--- config.mk ---
export PLATFORM = sky130hd
export DESIGN_NAME = address_mapper_flat
export DESIGN_NICKNAME = d
export VERILOG_FILES = /design/src/rtl/mapper_pkg.sv /design/src/rtl/mapper_if.sv /design/src/rtl/address_mapper.sv /design/src/flat_wrapper.sv
export VERILOG_INCLUDE_DIRS = /design/src /design/src/rtl
export SDC_FILE = /design/constraint.sdc
export NUM_CORES = 1
export LEC_CHECK = 0
export ABC_AREA = 1
export BUFFER_PORTS_ARGS = -buffer_cell sky130_fd_sc_hd__buf_4
export CELL_PAD_IN_SITES_DETAIL_PLACEMENT = 1
export CELL_PAD_IN_SITES_GLOBAL_PLACEMENT = 1
export CORE_AREA = 2 2 401 403
export DETAILED_ROUTE_END_ITERATION = 10
export DIE_AREA = 0 0 403 405
export GPL_ROUTABILITY_DRIVEN = 0
export PLACE_DENSITY_LB_ADDON = 0.1
export SYNTH_ARGS = -nofsm -noshare
export SYNTH_HDL_FRONTEND = slang
export SYNTH_SLANG_ARGS = --single-unit
--- constraint.sdc ---
create_clock -name clock -period 2.6 [get_ports clock]
set_input_delay 0.26 -clock clock [delete_from_list [all_inputs] [get_ports clock]]
set_output_delay 0.26 -clock clock [all_outputs]
set_load 0.02 [all_outputs]
--- src/rtl/mapper_regs.svh ---
`ifndef MAPPER_REGS_SVH
`define MAPPER_REGS_SVH
// address arithmetic
`define FILE_BASE        8'd10
`define FILE_STRIDE      14'd100
`define FILE_MAX         8'd146
`define BULK_FILE        8'd60
`define REG_MIN          14'd1
`define REG_MAX          14'd13668
`define BULK_ENTRIES     6'd32
`define BULK_OFS_MAX     14'd31
`endif

--- src/rtl/mapper_pkg.sv ---
package mapper_pkg;
   typedef enum logic [1:0] {SVC_NONE, SVC_TYPED_READ, SVC_TYPED_WRITE, SVC_OTHER} service_t;
   typedef enum logic [1:0] {ST_OK, ST_BAD_SERVICE, ST_BAD_ADDRESS, ST_BAD_ASCII} status_t;
endpackage : mapper_pkg

--- src/rtl/mapper_if.sv ---
`timescale 1ns/1ps
interface mapper_if;
   import mapper_pkg::*;
   logic              req_valid;
   logic              req_ready;
   service_t          req_service;
   logic              req_ascii;
   logic              req_int_file;
   logic [7:0]        req_file;
   logic [13:0]       req_offset;
   logic [5:0]        req_count;
   logic              wr_valid;
   logic [15:0]       wr_data;
   logic              rd_valid;
   logic [15:0]       rd_data;
   logic              done;
   status_t           status;
   logic              timeout_event;
   modport device (input req_valid, req_service, req_ascii, req_int_file, req_file,
                   req_offset, req_count, wr_valid, wr_data,
                   output req_ready, rd_valid, rd_data, done, status, timeout_event);
   modport controller (output req_valid, req_service, req_ascii, req_int_file, req_file,
                       req_offset, req_count, wr_valid, wr_data,
                       input req_ready, rd_valid, rd_data, done, status, timeout_event);
endinterface : mapper_if

--- src/rtl/address_mapper.sv ---
`timescale 1ns/1ps
`include "mapper_regs.svh"
// Functional notes
// - read via typed read, write via typed write
// - binary and ascii addressing; ascii integer only
// - register = (file-10)*100 + offset
// - files 10..146, register 1..13668, offset limited
// - bulk read follows produced array order
// - bulk write scatters via consumed array
// - bulk arrays 32 entries, start 0..31
// - timeout or socket error raises timeout event
// - controller gives start address and count
// - controller writes single-word values only on change; multi-word writes always go out
// - no concurrent cyclic and explicit writes
// - one outstanding read request at most
module address_mapper
   import mapper_pkg::*;
#(
   parameter int REG_AW = 14
)(
   input  wire logic              clock,
   input  wire logic              rst_b,
   mapper_if.device               link,
   input  wire logic              conn_timeout,
   input  wire logic              socket_error,
   input  wire logic [REG_AW-1:0] produced_map [32],
   input  wire logic [REG_AW-1:0] consumed_map [32],
   output logic                   reg_rd,
   output logic                   reg_wr,
   output logic [REG_AW-1:0]      reg_addr,
   output logic [15:0]            reg_wdata,
   input  wire logic [15:0]       reg_rdata
);
   typedef enum logic [1:0] {IDLE, READ, WRITE, FINISH} state_t;

   // ==========================================================
   // request decode
   // ==========================================================
   wire logic        is_bulk   = link.req_file == `BULK_FILE;
   wire logic [7:0]  file_rel  = link.req_file - `FILE_BASE;
   wire logic [20:0] std_reg   = 21'(file_rel) * 21'(`FILE_STRIDE) + 21'(link.req_offset);
   wire logic [20:0] last_reg  = std_reg + 21'(link.req_count) - 21'd1;
   wire logic        std_ok    = link.req_file >= `FILE_BASE && link.req_file <= `FILE_MAX
                                 && link.req_offset <= `REG_MAX && std_reg >= 21'(`REG_MIN)
                                 && last_reg <= 21'(`REG_MAX);
   wire logic        bulk_ok   = link.req_offset <= `BULK_OFS_MAX
                                 && 7'(link.req_offset) + 7'(link.req_count) <= 7'(`BULK_ENTRIES);
   wire logic        svc_ok    = link.req_service == SVC_TYPED_READ
                                 || link.req_service == SVC_TYPED_WRITE;
   wire logic        ascii_ok  = !link.req_ascii || link.req_int_file;
   wire logic        cnt_ok    = link.req_count != 6'd0;
   wire logic        addr_ok   = cnt_ok && (is_bulk ? bulk_ok : std_ok);
   wire status_t     chk       = !svc_ok ? ST_BAD_SERVICE : !ascii_ok ? ST_BAD_ASCII :
                                 !addr_ok ? ST_BAD_ADDRESS : ST_OK;

   state_t            state_reg;
   logic              bulk_reg;
   logic [13:0]       ptr_reg;
   logic [5:0]        left_reg;
   logic              rd_pend_reg;
   logic [1:0]        tmo_sync1_reg;
   logic [1:0]        tmo_sync2_reg;

   // bulk pointer selects the mapping entry, else linear register
   wire logic [4:0]        idx      = ptr_reg[4:0];
   wire logic [REG_AW-1:0] rd_target = bulk_reg ? produced_map[idx] : REG_AW'(ptr_reg);
   wire logic [REG_AW-1:0] wr_target = bulk_reg ? consumed_map[idx] : REG_AW'(ptr_reg);
   wire logic              accept    = state_reg == IDLE && link.req_valid;
   wire logic              step_wr   = state_reg == WRITE && link.wr_valid;
   wire logic              step_rd   = state_reg == READ && !rd_pend_reg;

   // ==========================================================
   // sequencer
   // ==========================================================
   always_ff @(posedge clock or negedge rst_b)
   begin
      if (!rst_b)
      begin
         state_reg      <= IDLE;
         bulk_reg       <= 1'b0;
         ptr_reg        <= 14'h0;
         left_reg       <= 6'h0;
         rd_pend_reg    <= 1'b0;
         link.req_ready <= 1'b0;
         link.rd_valid  <= 1'b0;
         link.rd_data   <= 16'h0;
         link.done      <= 1'b0;
         link.status    <= ST_OK;
         reg_rd         <= 1'b0;
         reg_wr         <= 1'b0;
         reg_addr       <= '0;
         reg_wdata      <= 16'h0;
      end
      else
      begin
         link.req_ready <= state_reg == IDLE;
         link.done      <= 1'b0;
         link.rd_valid  <= rd_pend_reg;
         link.rd_data   <= reg_rdata;
         reg_rd         <= 1'b0;
         reg_wr         <= 1'b0;
         rd_pend_reg    <= 1'b0;
         case (state_reg)
            IDLE:
            begin
               if (accept)
               begin
                  bulk_reg    <= is_bulk;
                  ptr_reg     <= is_bulk ? link.req_offset : std_reg[13:0];
                  left_reg    <= link.req_count;
                  link.status <= chk;
                  link.req_ready <= 1'b0;
                  if (chk != ST_OK)
                     state_reg <= FINISH;
                  else if (link.req_service == SVC_TYPED_READ)
                     state_reg <= READ;
                  else
                     state_reg <= WRITE;
               end
            end
            READ:
            begin
               if (step_rd)
               begin
                  reg_rd      <= 1'b1;
                  reg_addr    <= rd_target;
                  rd_pend_reg <= 1'b1;
                  ptr_reg     <= ptr_reg + 14'd1;
                  left_reg    <= left_reg - 6'd1;
                  if (left_reg == 6'd1)
                     state_reg <= FINISH;
               end
            end
            WRITE:
            begin
               if (step_wr)
               begin
                  reg_wr    <= 1'b1;
                  reg_addr  <= wr_target;
                  reg_wdata <= link.wr_data;
                  ptr_reg   <= ptr_reg + 14'd1;
                  left_reg  <= left_reg - 6'd1;
                  if (left_reg == 6'd1)
                     state_reg <= FINISH;
               end
            end
            FINISH:
            begin
               // wait for the last read word to come back before done
               if (!rd_pend_reg)
               begin
                  link.done <= 1'b1;
                  state_reg <= IDLE;
               end
            end
            default:
               state_reg <= IDLE;
         endcase
      end
   end

   // ==========================================================
   // timeout event
   // ==========================================================
   always_ff @(posedge clock or negedge rst_b)
   begin
      if (!rst_b)
      begin
         tmo_sync1_reg      <= 2'b00;
         tmo_sync2_reg      <= 2'b00;
         link.timeout_event <= 1'b0;
      end
      else
      begin
         // each cause synchronised on its own; the merge happens after the second stage
         tmo_sync1_reg      <= {socket_error, conn_timeout};
         tmo_sync2_reg      <= tmo_sync1_reg;
         link.timeout_event <= |tmo_sync2_reg;
      end
   end
endmodule : address_mapper

--- src/flat_wrapper.sv ---
// flat-port wrapper written by rule: the top's interface ports become plain ports
module address_mapper_flat import mapper_pkg::*;
#(
   parameter int REG_AW = 14
)
  (clock, rst_b, conn_timeout, socket_error, produced_map, consumed_map, reg_rd, reg_wr, reg_addr, reg_wdata, reg_rdata, link_req_valid, link_req_service, link_req_ascii, link_req_int_file, link_req_file, link_req_offset, link_req_count, link_wr_valid, link_wr_data, link_req_ready, link_rd_valid, link_rd_data, link_done, link_status, link_timeout_event);
  mapper_if link_i ();
  input  wire logic clock;
  input  wire logic rst_b;
  input  wire logic conn_timeout;
  input  wire logic socket_error;
  input  wire logic [REG_AW-1:0] produced_map[32];
  input  wire logic [REG_AW-1:0] consumed_map[32];
  output logic reg_rd;
  output logic reg_wr;
  output logic [REG_AW-1:0] reg_addr;
  output logic [15:0] reg_wdata;
  input  wire logic [15:0] reg_rdata;
  input wire logic [$bits(link_i.req_valid)-1:0] link_req_valid;
  input wire logic [$bits(link_i.req_service)-1:0] link_req_service;
  input wire logic [$bits(link_i.req_ascii)-1:0] link_req_ascii;
  input wire logic [$bits(link_i.req_int_file)-1:0] link_req_int_file;
  input wire logic [$bits(link_i.req_file)-1:0] link_req_file;
  input wire logic [$bits(link_i.req_offset)-1:0] link_req_offset;
  input wire logic [$bits(link_i.req_count)-1:0] link_req_count;
  input wire logic [$bits(link_i.wr_valid)-1:0] link_wr_valid;
  input wire logic [$bits(link_i.wr_data)-1:0] link_wr_data;
  output wire logic [$bits(link_i.req_ready)-1:0] link_req_ready;
  output wire logic [$bits(link_i.rd_valid)-1:0] link_rd_valid;
  output wire logic [$bits(link_i.rd_data)-1:0] link_rd_data;
  output wire logic [$bits(link_i.done)-1:0] link_done;
  output wire logic [$bits(link_i.status)-1:0] link_status;
  output wire logic [$bits(link_i.timeout_event)-1:0] link_timeout_event;
  assign link_i.req_valid = link_req_valid;
  assign link_i.req_service = link_req_service;
  assign link_i.req_ascii = link_req_ascii;
  assign link_i.req_int_file = link_req_int_file;
  assign link_i.req_file = link_req_file;
  assign link_i.req_offset = link_req_offset;
  assign link_i.req_count = link_req_count;
  assign link_i.wr_valid = link_wr_valid;
  assign link_i.wr_data = link_wr_data;
  assign link_req_ready = link_i.req_ready;
  assign link_rd_valid = link_i.rd_valid;
  assign link_rd_data = link_i.rd_data;
  assign link_done = link_i.done;
  assign link_status = link_i.status;
  assign link_timeout_event = link_i.timeout_event;
  address_mapper #(.REG_AW(REG_AW)) u_core (.clock(clock), .rst_b(rst_b), .link(link_i), .conn_timeout(conn_timeout), .socket_error(socket_error), .produced_map(produced_map), .consumed_map(consumed_map), .reg_rd(reg_rd), .reg_wr(reg_wr), .reg_addr(reg_addr), .reg_wdata(reg_wdata), .reg_rdata(reg_rdata));
endmodule
==> results of run 1 <==
[synthesized netlist by cell type (all sizes together) (2+ instances only)]
| library cell | count | area, µm² |
|---|---|---|
| o22ai | 168 | 1050 |
| a31oi | 13 | 81.3 |
| nor4 | 3 | 18.8 |
| clkinv | 4 | 15.0 |
| nand2 | 613 | 2340 |
| nor3b | 2 | 15.0 |
| o31ai | 2 | 15.0 |
| or2 | 3 | 21.3 |
| o21bai | 3 | 22.5 |
| xor2 | 20 | 175 |
| nor3 | 18 | 100 |
| nand3b | 2 | 15.0 |
| o32ai | 8 | 70.1 |
| a21oi | 137 | 689 |
| a211oi | 56 | 420 |
| nand4 | 17 | 106 |
| fa | 5 | 100 |
| dfrtp | 81 | 2030 |
| o21ai | 399 | 2010 |
| a311oi | 3 | 26.3 |
| mux2i | 7 | 70.1 |
| inv | 156 | 586 |
| a22oi | 4 | 30.0 |
| a221oi | 38 | 333 |
| o211ai | 16 | 120 |
| buf | 103 | 539 |
| xnor2 | 13 | 114 |
| a221o | 4 | 40.0 |
| o21a | 3 | 22.5 |
| nor2 | 417 | 1570 |
| clkbuf | 99 | 372 |
| a21o | 3 | 22.5 |
| nand3 | 73 | 395 |
| ha | 91 | 1140 |
| o221ai | 3 | 26.3 |
[area by class of cell]
cell class	instances	area (µm²)	area share (%)
clock inverters	6	73.8	0.212
diodes	19	47.5	0.136
clock buffers	10	239	0.686
well taps	2086	2610	7.49
inverters	160	659	1.89
multi-input cells	2150	15100	43.5
flip-flops and latches	81	2040	5.87
repair buffers	1589	14000	40.3
[where the power goes]
part	switching [mW]	internal (mW)
logic	25.3	20.4
registers	0.447	1.78
clock network	0.643	0.786
[through the flow]
| step | setup TNS, ns | cells |
|---|---|---|
| floorplan | -13.00 | 2593 |
| global placement | -25.97 | 5940 |
| detailed placement | -26.27 | 5940 |
| CTS | -16.31 | 6043 |
| global route | -19.48 | 6095 |
| finish | -15.26 | 6101 |
[layer usage]
metal	up-vias	GRT usage [%]	share of wire, %
met5	-	0	0.11
met4	32	2.40	1.6
met3	168	3.54	4.7
met2	656	37.5	52
met1	12300	23.9	42
li1	11800	-	-
[kinds of logic after synthesis]
kind of cell	share of synthesized area [%]
buffers and inverters	10.2
DFF	13.7
and+or+nand+nor	31.1
xor gates and xnor gates	1.96
muxes	0.551
adders and majority gates	8.40
AOI/OAI and AO/OA	34.0
[what timing repair did]
item	4_1_cts	5_1_grt
gates resized for setup	559	509
buffers inserted	74	47
pin swaps	202	238
cloned	17	17
setup endpoints to repair	25	25
hold buffers	19	0
hold endpoints to repair	54	0
[cells in the final DEF (no fill, tap or decap), drive strengths merged, types with 4 or more instances in the layout]
cell and n:
inv 156, fa 5, nand3 73, diode 19
nand4 17, o21ai 399, a21oi 137, dfrtp 81
a31oi 13, nor2 417, a221oi 38, a221o 4
nand2 613, a22oi 4, buf 1551, clkinv 6
clkbuf 26, o211ai 16, o32ai 8, o22ai 168
xnor2 13, nor3 18, xor2 20, a211oi 56
ha 91, mux2i 7, dlygate4sd3 19
[critical path, delay by kind of cell]
| family | cells | cell delay, ns |
|---|---|---|
| adders and majority gates | 7 | 1.87 |
| buffers and inverters | 8 | 0.80 |
| xor gates and xnor gates | 5 | 0.80 |
| AOI/OAI and AO/OA | 3 | 0.33 |
| and+or+nand+nor | 13 | 1.26 |
[how the worst max path moves through the flow]
stage	startpoint	end	slack, ns	cells past startpoint
final	link_req_file[1]	u_core.state_reg[1]	-2.44	36
after global routing	link_req_file[1]	u_core.state_reg[1]	-2.89	34
after CTS	link_req_file[1]	u_core.state_reg[1]	-2.42	40
after detailed placement	link_req_file[1]	u_core.state_reg[1]	-3.06	36
after global placement	link_req_file[1]	u_core.state_reg[1]	-3.02	36
after floorplan	link_req_file[1]	u_core.state_reg[0]	-2.36	38
==> out/qor.yml, run 1 <==
outcome:
  status: "complete, but fails checks"
  violations: "setup timing"
cts:
  htree_levels: 3
  cts_sinks: 81
  clockRootBuffer: "clkbuf_16"
  cts_buffers: 9
  cts.clk_slew.worst_paths_ns: 0.07
  insertion_delay_ns: 0.37
  cts_tree: "yes"
  ctsLongestPathBuffers: 2
routing:
  drt_iter0_drc: 1175
  vias: 25000
  ant_nets: 0
  viasPerCell: 4.09
  drt-total-wl_mm: 173
  wl_per_cell_um: 28.4
  drc: 0
  drt_pre_antenna_iters: 4
global_routing:
  grt_antenna_before_repair: 69
  grt_pass1_vias: 26400
  track_usage_pct: 19.9
  grt_pass1_wl_mm: 226
  grt-ovfl-total: 0
  grt_max_degree: 56
synthesis:
  synth_area_um2: 14800
  ys_seq_area_share_pct: 13.7
  ys_ff_latch: 81
  synthFlopType: "dfrtp_1"
  ys_types: 54
  synthCells: 2593
  syn_nets: 3655
  synth_edf_count: 0
  synth_warnings: 0
  synth.avg_cell_area_um2: 5.69
  synthArstFlopShare_pct: 100
placement:
  preCtsSetupSlack_ns: -3.06
  hpwl_mm: 143
  place_area_um2: 28400
  io_buffers: 1019
run:
  cap_viol_max_count: 0
sta:
  min_period_over_period_pct: 194
  setup_violations: 18
  max-slew-margin-rel_pct: 54.7
  worst_pin_slew_ns: 0.673
  slew_violations: 0
  worst_slack_ns: -2.44
  clock_skew_ns: 0.0100
  min_period_ns: 5.04
  hold_violations: 0
  holdWs_ns: 0.0681
  rsz0062_at_grt: "yes"
  max_freq_mhz: 198
hold_path:
  hp-start: "link_req_valid"
  min_delay_path_depth: 2
  hp-class: "input pin to flip-flop"
  whs_endpoint: "u_core.link.req_ready"
power_and_ir_drop:
  peakVddDrop_uv: 821
  power_mw: 49.3
  power-per-cell-area_nw_per_um2: 1420
  p_leak_nw: 15.8
setup_path:
  path_class: "input pin to flip-flop"
  max_stage_delay_ns: 0.35
  cpMaxStageDelayCell: "ha_1"
  start_kind: "input pin"
  required_ns: 2.86
  endpoint_kind: "flip-flop"
  worstPathMaxFanout: 5
  reg2reg_depth: 17
  critPathArrivalTime_ns: 5.30
  r2r_end: "u_core.reg_addr[8]"
  r2r-start: "u_core.ptr_reg[0]"
  cpMostUsedCell: "ha_4"
  rrSetupSlack_ns: -0.17
floorplan:
  die_x_um: 403
  die_area_um2: 163000
  core_um2: 159000
  dieHeight_um: 405
  io_pins: 1020
  rows: 147
  initial_core_util_pct: 9.26
finish:
  filler_cell_count: 19100
  post_route_cells_drive_above_1_share_pct: 55.5
  design_area_um2: 34800
  final_net_count: 5053
  areaGrowthSynthToFinish_pct: 136
  finish.utilization_pct: 21.9
  top_regs: "u_core.link.rd_data x16, u_core.reg_wdata x16"
No activity file was read; power rests on OpenSTA's default activity.
==> inputs of run 2 (changes only) <==
- ABC_AREA: 1 -> unset
- CORE_AREA: 2 2 401 403 -> 2 2 399 401
- DIE_AREA: 0 0 403 405 -> 0 0 401 403
==> out/qor.yml, run 2 <==
sta:
  max_freq_mhz: 179
  worst_pin_slew_ns: 0.598
  clock_skew_ns: 0.0145
  setup_violations: 24
  worst_slack_ns: -2.98
  max-slew-margin-rel_pct: 59.8
  min_period_over_period_pct: 215
  hold_violations: 0
  tns_ns: -21.83
  min_period_ns: 5.58
  holdWs_ns: 0.0609
  rsz0062_at_grt: "yes"
  slew_violations: 0
outcome:
  violations: "setup timing"
  status: "complete, but fails checks"
hold_path:
  hp-start: "link_req_valid"
  min_delay_path_depth: 2
  hp-class: "input pin to flip-flop"
  whs_endpoint: "u_core.link.req_ready"
synthesis:
  synthSimpleGateAreaFrac_pct: 7.74
  netlist_top_cells_count: "170 x mux2i_1, 145 x a21oi_1, 136 x mux4_2"
  synthMuxAreaShare_pct: 40.2
  synth_area_um2: 13900
  synthFlopType: "dfrtp_1"
  synthArstFlopShare_pct: 100
  synth_compound_area_share_pct: 21.7
  synth_fa_ha_area_share_pct: 8.92
  netlist_top_cells_area: "mux4_2 22%, dfrtp_1 15%, mux2i_1 12%, ha_1 8.2%, mux2_2 5.8%"
  ys_ff_latch: 81
  synth_warnings: 0
  synth.avg_cell_area_um2: 9.46
  yosysTopAreaCell: "mux4_2"
  syn_nets: 2529
  synth_edf_count: 0
  ys_types: 76
  synth_top_family_by_area: "multiplexers"
  synth_top_cell_area_share_pct: 22.1
  synthCells: 1467
  yosysMostFrequentCell: "mux2i_1"
  synth_xor_area_share_pct: 1.70
  ys_seq_area_share_pct: 14.6
routing:
  ant_nets: 0
  drt_pre_antenna_iters: 4
  drc: 0
  drt-total-wl_mm: 145
  drt_iter0_drc: 860
  vias: 19000
  viasPerCell: 3.87
  wl_per_cell_um: 29.6
global_routing:
  grt_pass1_wl_mm: 190
  grt_pass1_vias: 20800
  grt_antenna_before_repair: 54
  grt_max_degree: 38
  grt-ovfl-total: 0
  track_usage_pct: 17.2
setup_path:
  start_kind: "input pin"
  r2r_end: "u_core.reg_addr[13]"
  rrSetupSlack_ns: -0.53
  max_stage_delay_ns: 0.51
  cpMostUsedCell: "ha_4"
  reg2reg_depth: 13
  r2r-start: "u_core.ptr_reg[0]"
  cpMaxStageDelayCell: "fa_1"
  worstPathMaxFanout: 4
  endpoint_kind: "flip-flop"
  required_ns: 2.86
  critPathArrivalTime_ns: 5.84
  path_class: "input pin to flip-flop"
floorplan:
  io_pins: 1020
  die_area_um2: 162000
  rows: 146
  core_um2: 157000
  die_x_um: 401
  dieHeight_um: 403
  initial_core_util_pct: 8.82
cts:
  htree_levels: 3
  cts_tree: "yes"
  cts.clk_slew.worst_paths_ns: 0.08
  cts_sinks: 81
  cts_buffers: 9
  ctsLongestPathBuffers: 2
  insertion_delay_ns: 0.37
  clockRootBuffer: "clkbuf_16"
finish:
  post_route_cells_drive_above_1_share_pct: 67.8
  top_regs: "u_core.link.rd_data x16, u_core.reg_wdata x16"
  final_common_cell: "buf_4"
  areaGrowthSynthToFinish_pct: 116
  fin_cells: 4911
  finish.utilization_pct: 19.1
  design_area_um2: 30000
  final_net_count: 3880
  final_cell_mix: "1338 x buf_4, 141 x mux2i_1, 136 x mux4_2"
power_and_ir_drop:
  p_leak_nw: 13.3
  combPwrFrac_pct: 90.8
  power-per-cell-area_nw_per_um2: 1340
  p_int_mw: 20.0
  clkPwrFrac_pct: 3.5
  p_seq_share_pct: 5.7
  power.switching_mw: 20.3
  peakVddDrop_uv: 785
  power_mw: 40.3
  switching_share_pct: 50.4
placement:
  place_area_um2: 26900
  hpwl_mm: 129
  dp.cells: 4795
  preCtsSetupSlack_ns: -3.49
  io_buffers: 1019
run:
  cap_viol_max_count: 0
run 2: changes by cell type in the layout (fill, tap and decap cells not counted), moves of 76 or more:
| cell | previous run | this run |
|---|---|---|
| nor2_1 | 324 | 31 |
| inv_1 | 132 | 56 |
| o21ai_0 | 210 | 57 |
| mux4_2 | 0 | 136 |
| nand2_1 | 532 | 95 |
| mux2i_1 | 4 | 141 |
run 2: how the worst max path moves through the flow:
stage                           from                     to  slack (ns)  depth (start not counted)
finish              link_req_file[1]    u_core.state_reg[1]       -2.98                         30
global placement    link_req_file[2]  u_core.link.status[1]       -3.49                         29
global route        link_req_file[1]  u_core.link.status[1]       -3.25                         30
detailed placement  link_req_file[2]    u_core.state_reg[1]       -3.49                         29
CTS                 link_req_file[1]    u_core.state_reg[1]       -3.00                         30
floorplan           link_req_file[1]    u_core.state_reg[1]       -3.04                         27
run 2: layout make-up:
cell class,instances,area [µm²]
Multi-Input combinational cell,1207,12900
Inverter,63,243
Clock buffer,10,239
Sequential cell,81,2040
Timing Repair Buffer,1456,11900
Antenna cell,16,40.0
Fill cell,18300,127000
Tap cell,2072,2590
Clock inverter,6,73.8
run 2: per-layer routing:
metal	up-vias	wire (µm)	track usage (%)
li1	8546	-	-
met1	9656	63400	22.2
met2	689	72600	30.8
met3	79	8090	3.29
met4	18	1170	1.11
met5	-	127	0
run 2: repair_timing:
| action | in CTS | in global routing |
|---|---|---|
| hold buffers | 19 | 0 |
| resized for setup | 299 | 130 |
| endpoints found under the hold margin | 52 | 0 |
| cloned | 5 | 2 |
| setup buffers | 43 | 32 |
| endpoints found under the setup margin | 25 | 25 |
| pin swaps | 55 | 46 |
run 2: cell families after synthesis:
| kind of cell | after synthesis |
|---|---|
| DFF | 81 |
| muxes | 378 |
| AOI/OAI and AO/OA | 476 |
| xor gates and xnor gates | 27 |
| adders and majority gates | 96 |
| buffers and inverters | 179 |
| and+or+nand+nor | 230 |
run 2: power groups by stage:
stage / Combinational (mW) / Clock (mW) / Sequential (mW)
final: 36.6 / 1.41 / 2.32
after global routing: 39.4 / 1.53 / 2.41
after CTS: 35.5 / 1.50 / 2.34
after detailed placement: 31.7 / 0 / 2.38
after global placement: 31.5 / 0 / 2.37
after floorplan: 15.6 / 0 / 2.44
run 2: worst max-delay path: cells and delay by family:
family | cells | cell delay, ns
compound gates | 8 | 1.40
xor+xnor | 3 | 0.49
fa+ha+maj | 7 | 2.08
buf+inv | 6 | 0.47
simple gates | 6 | 1.12
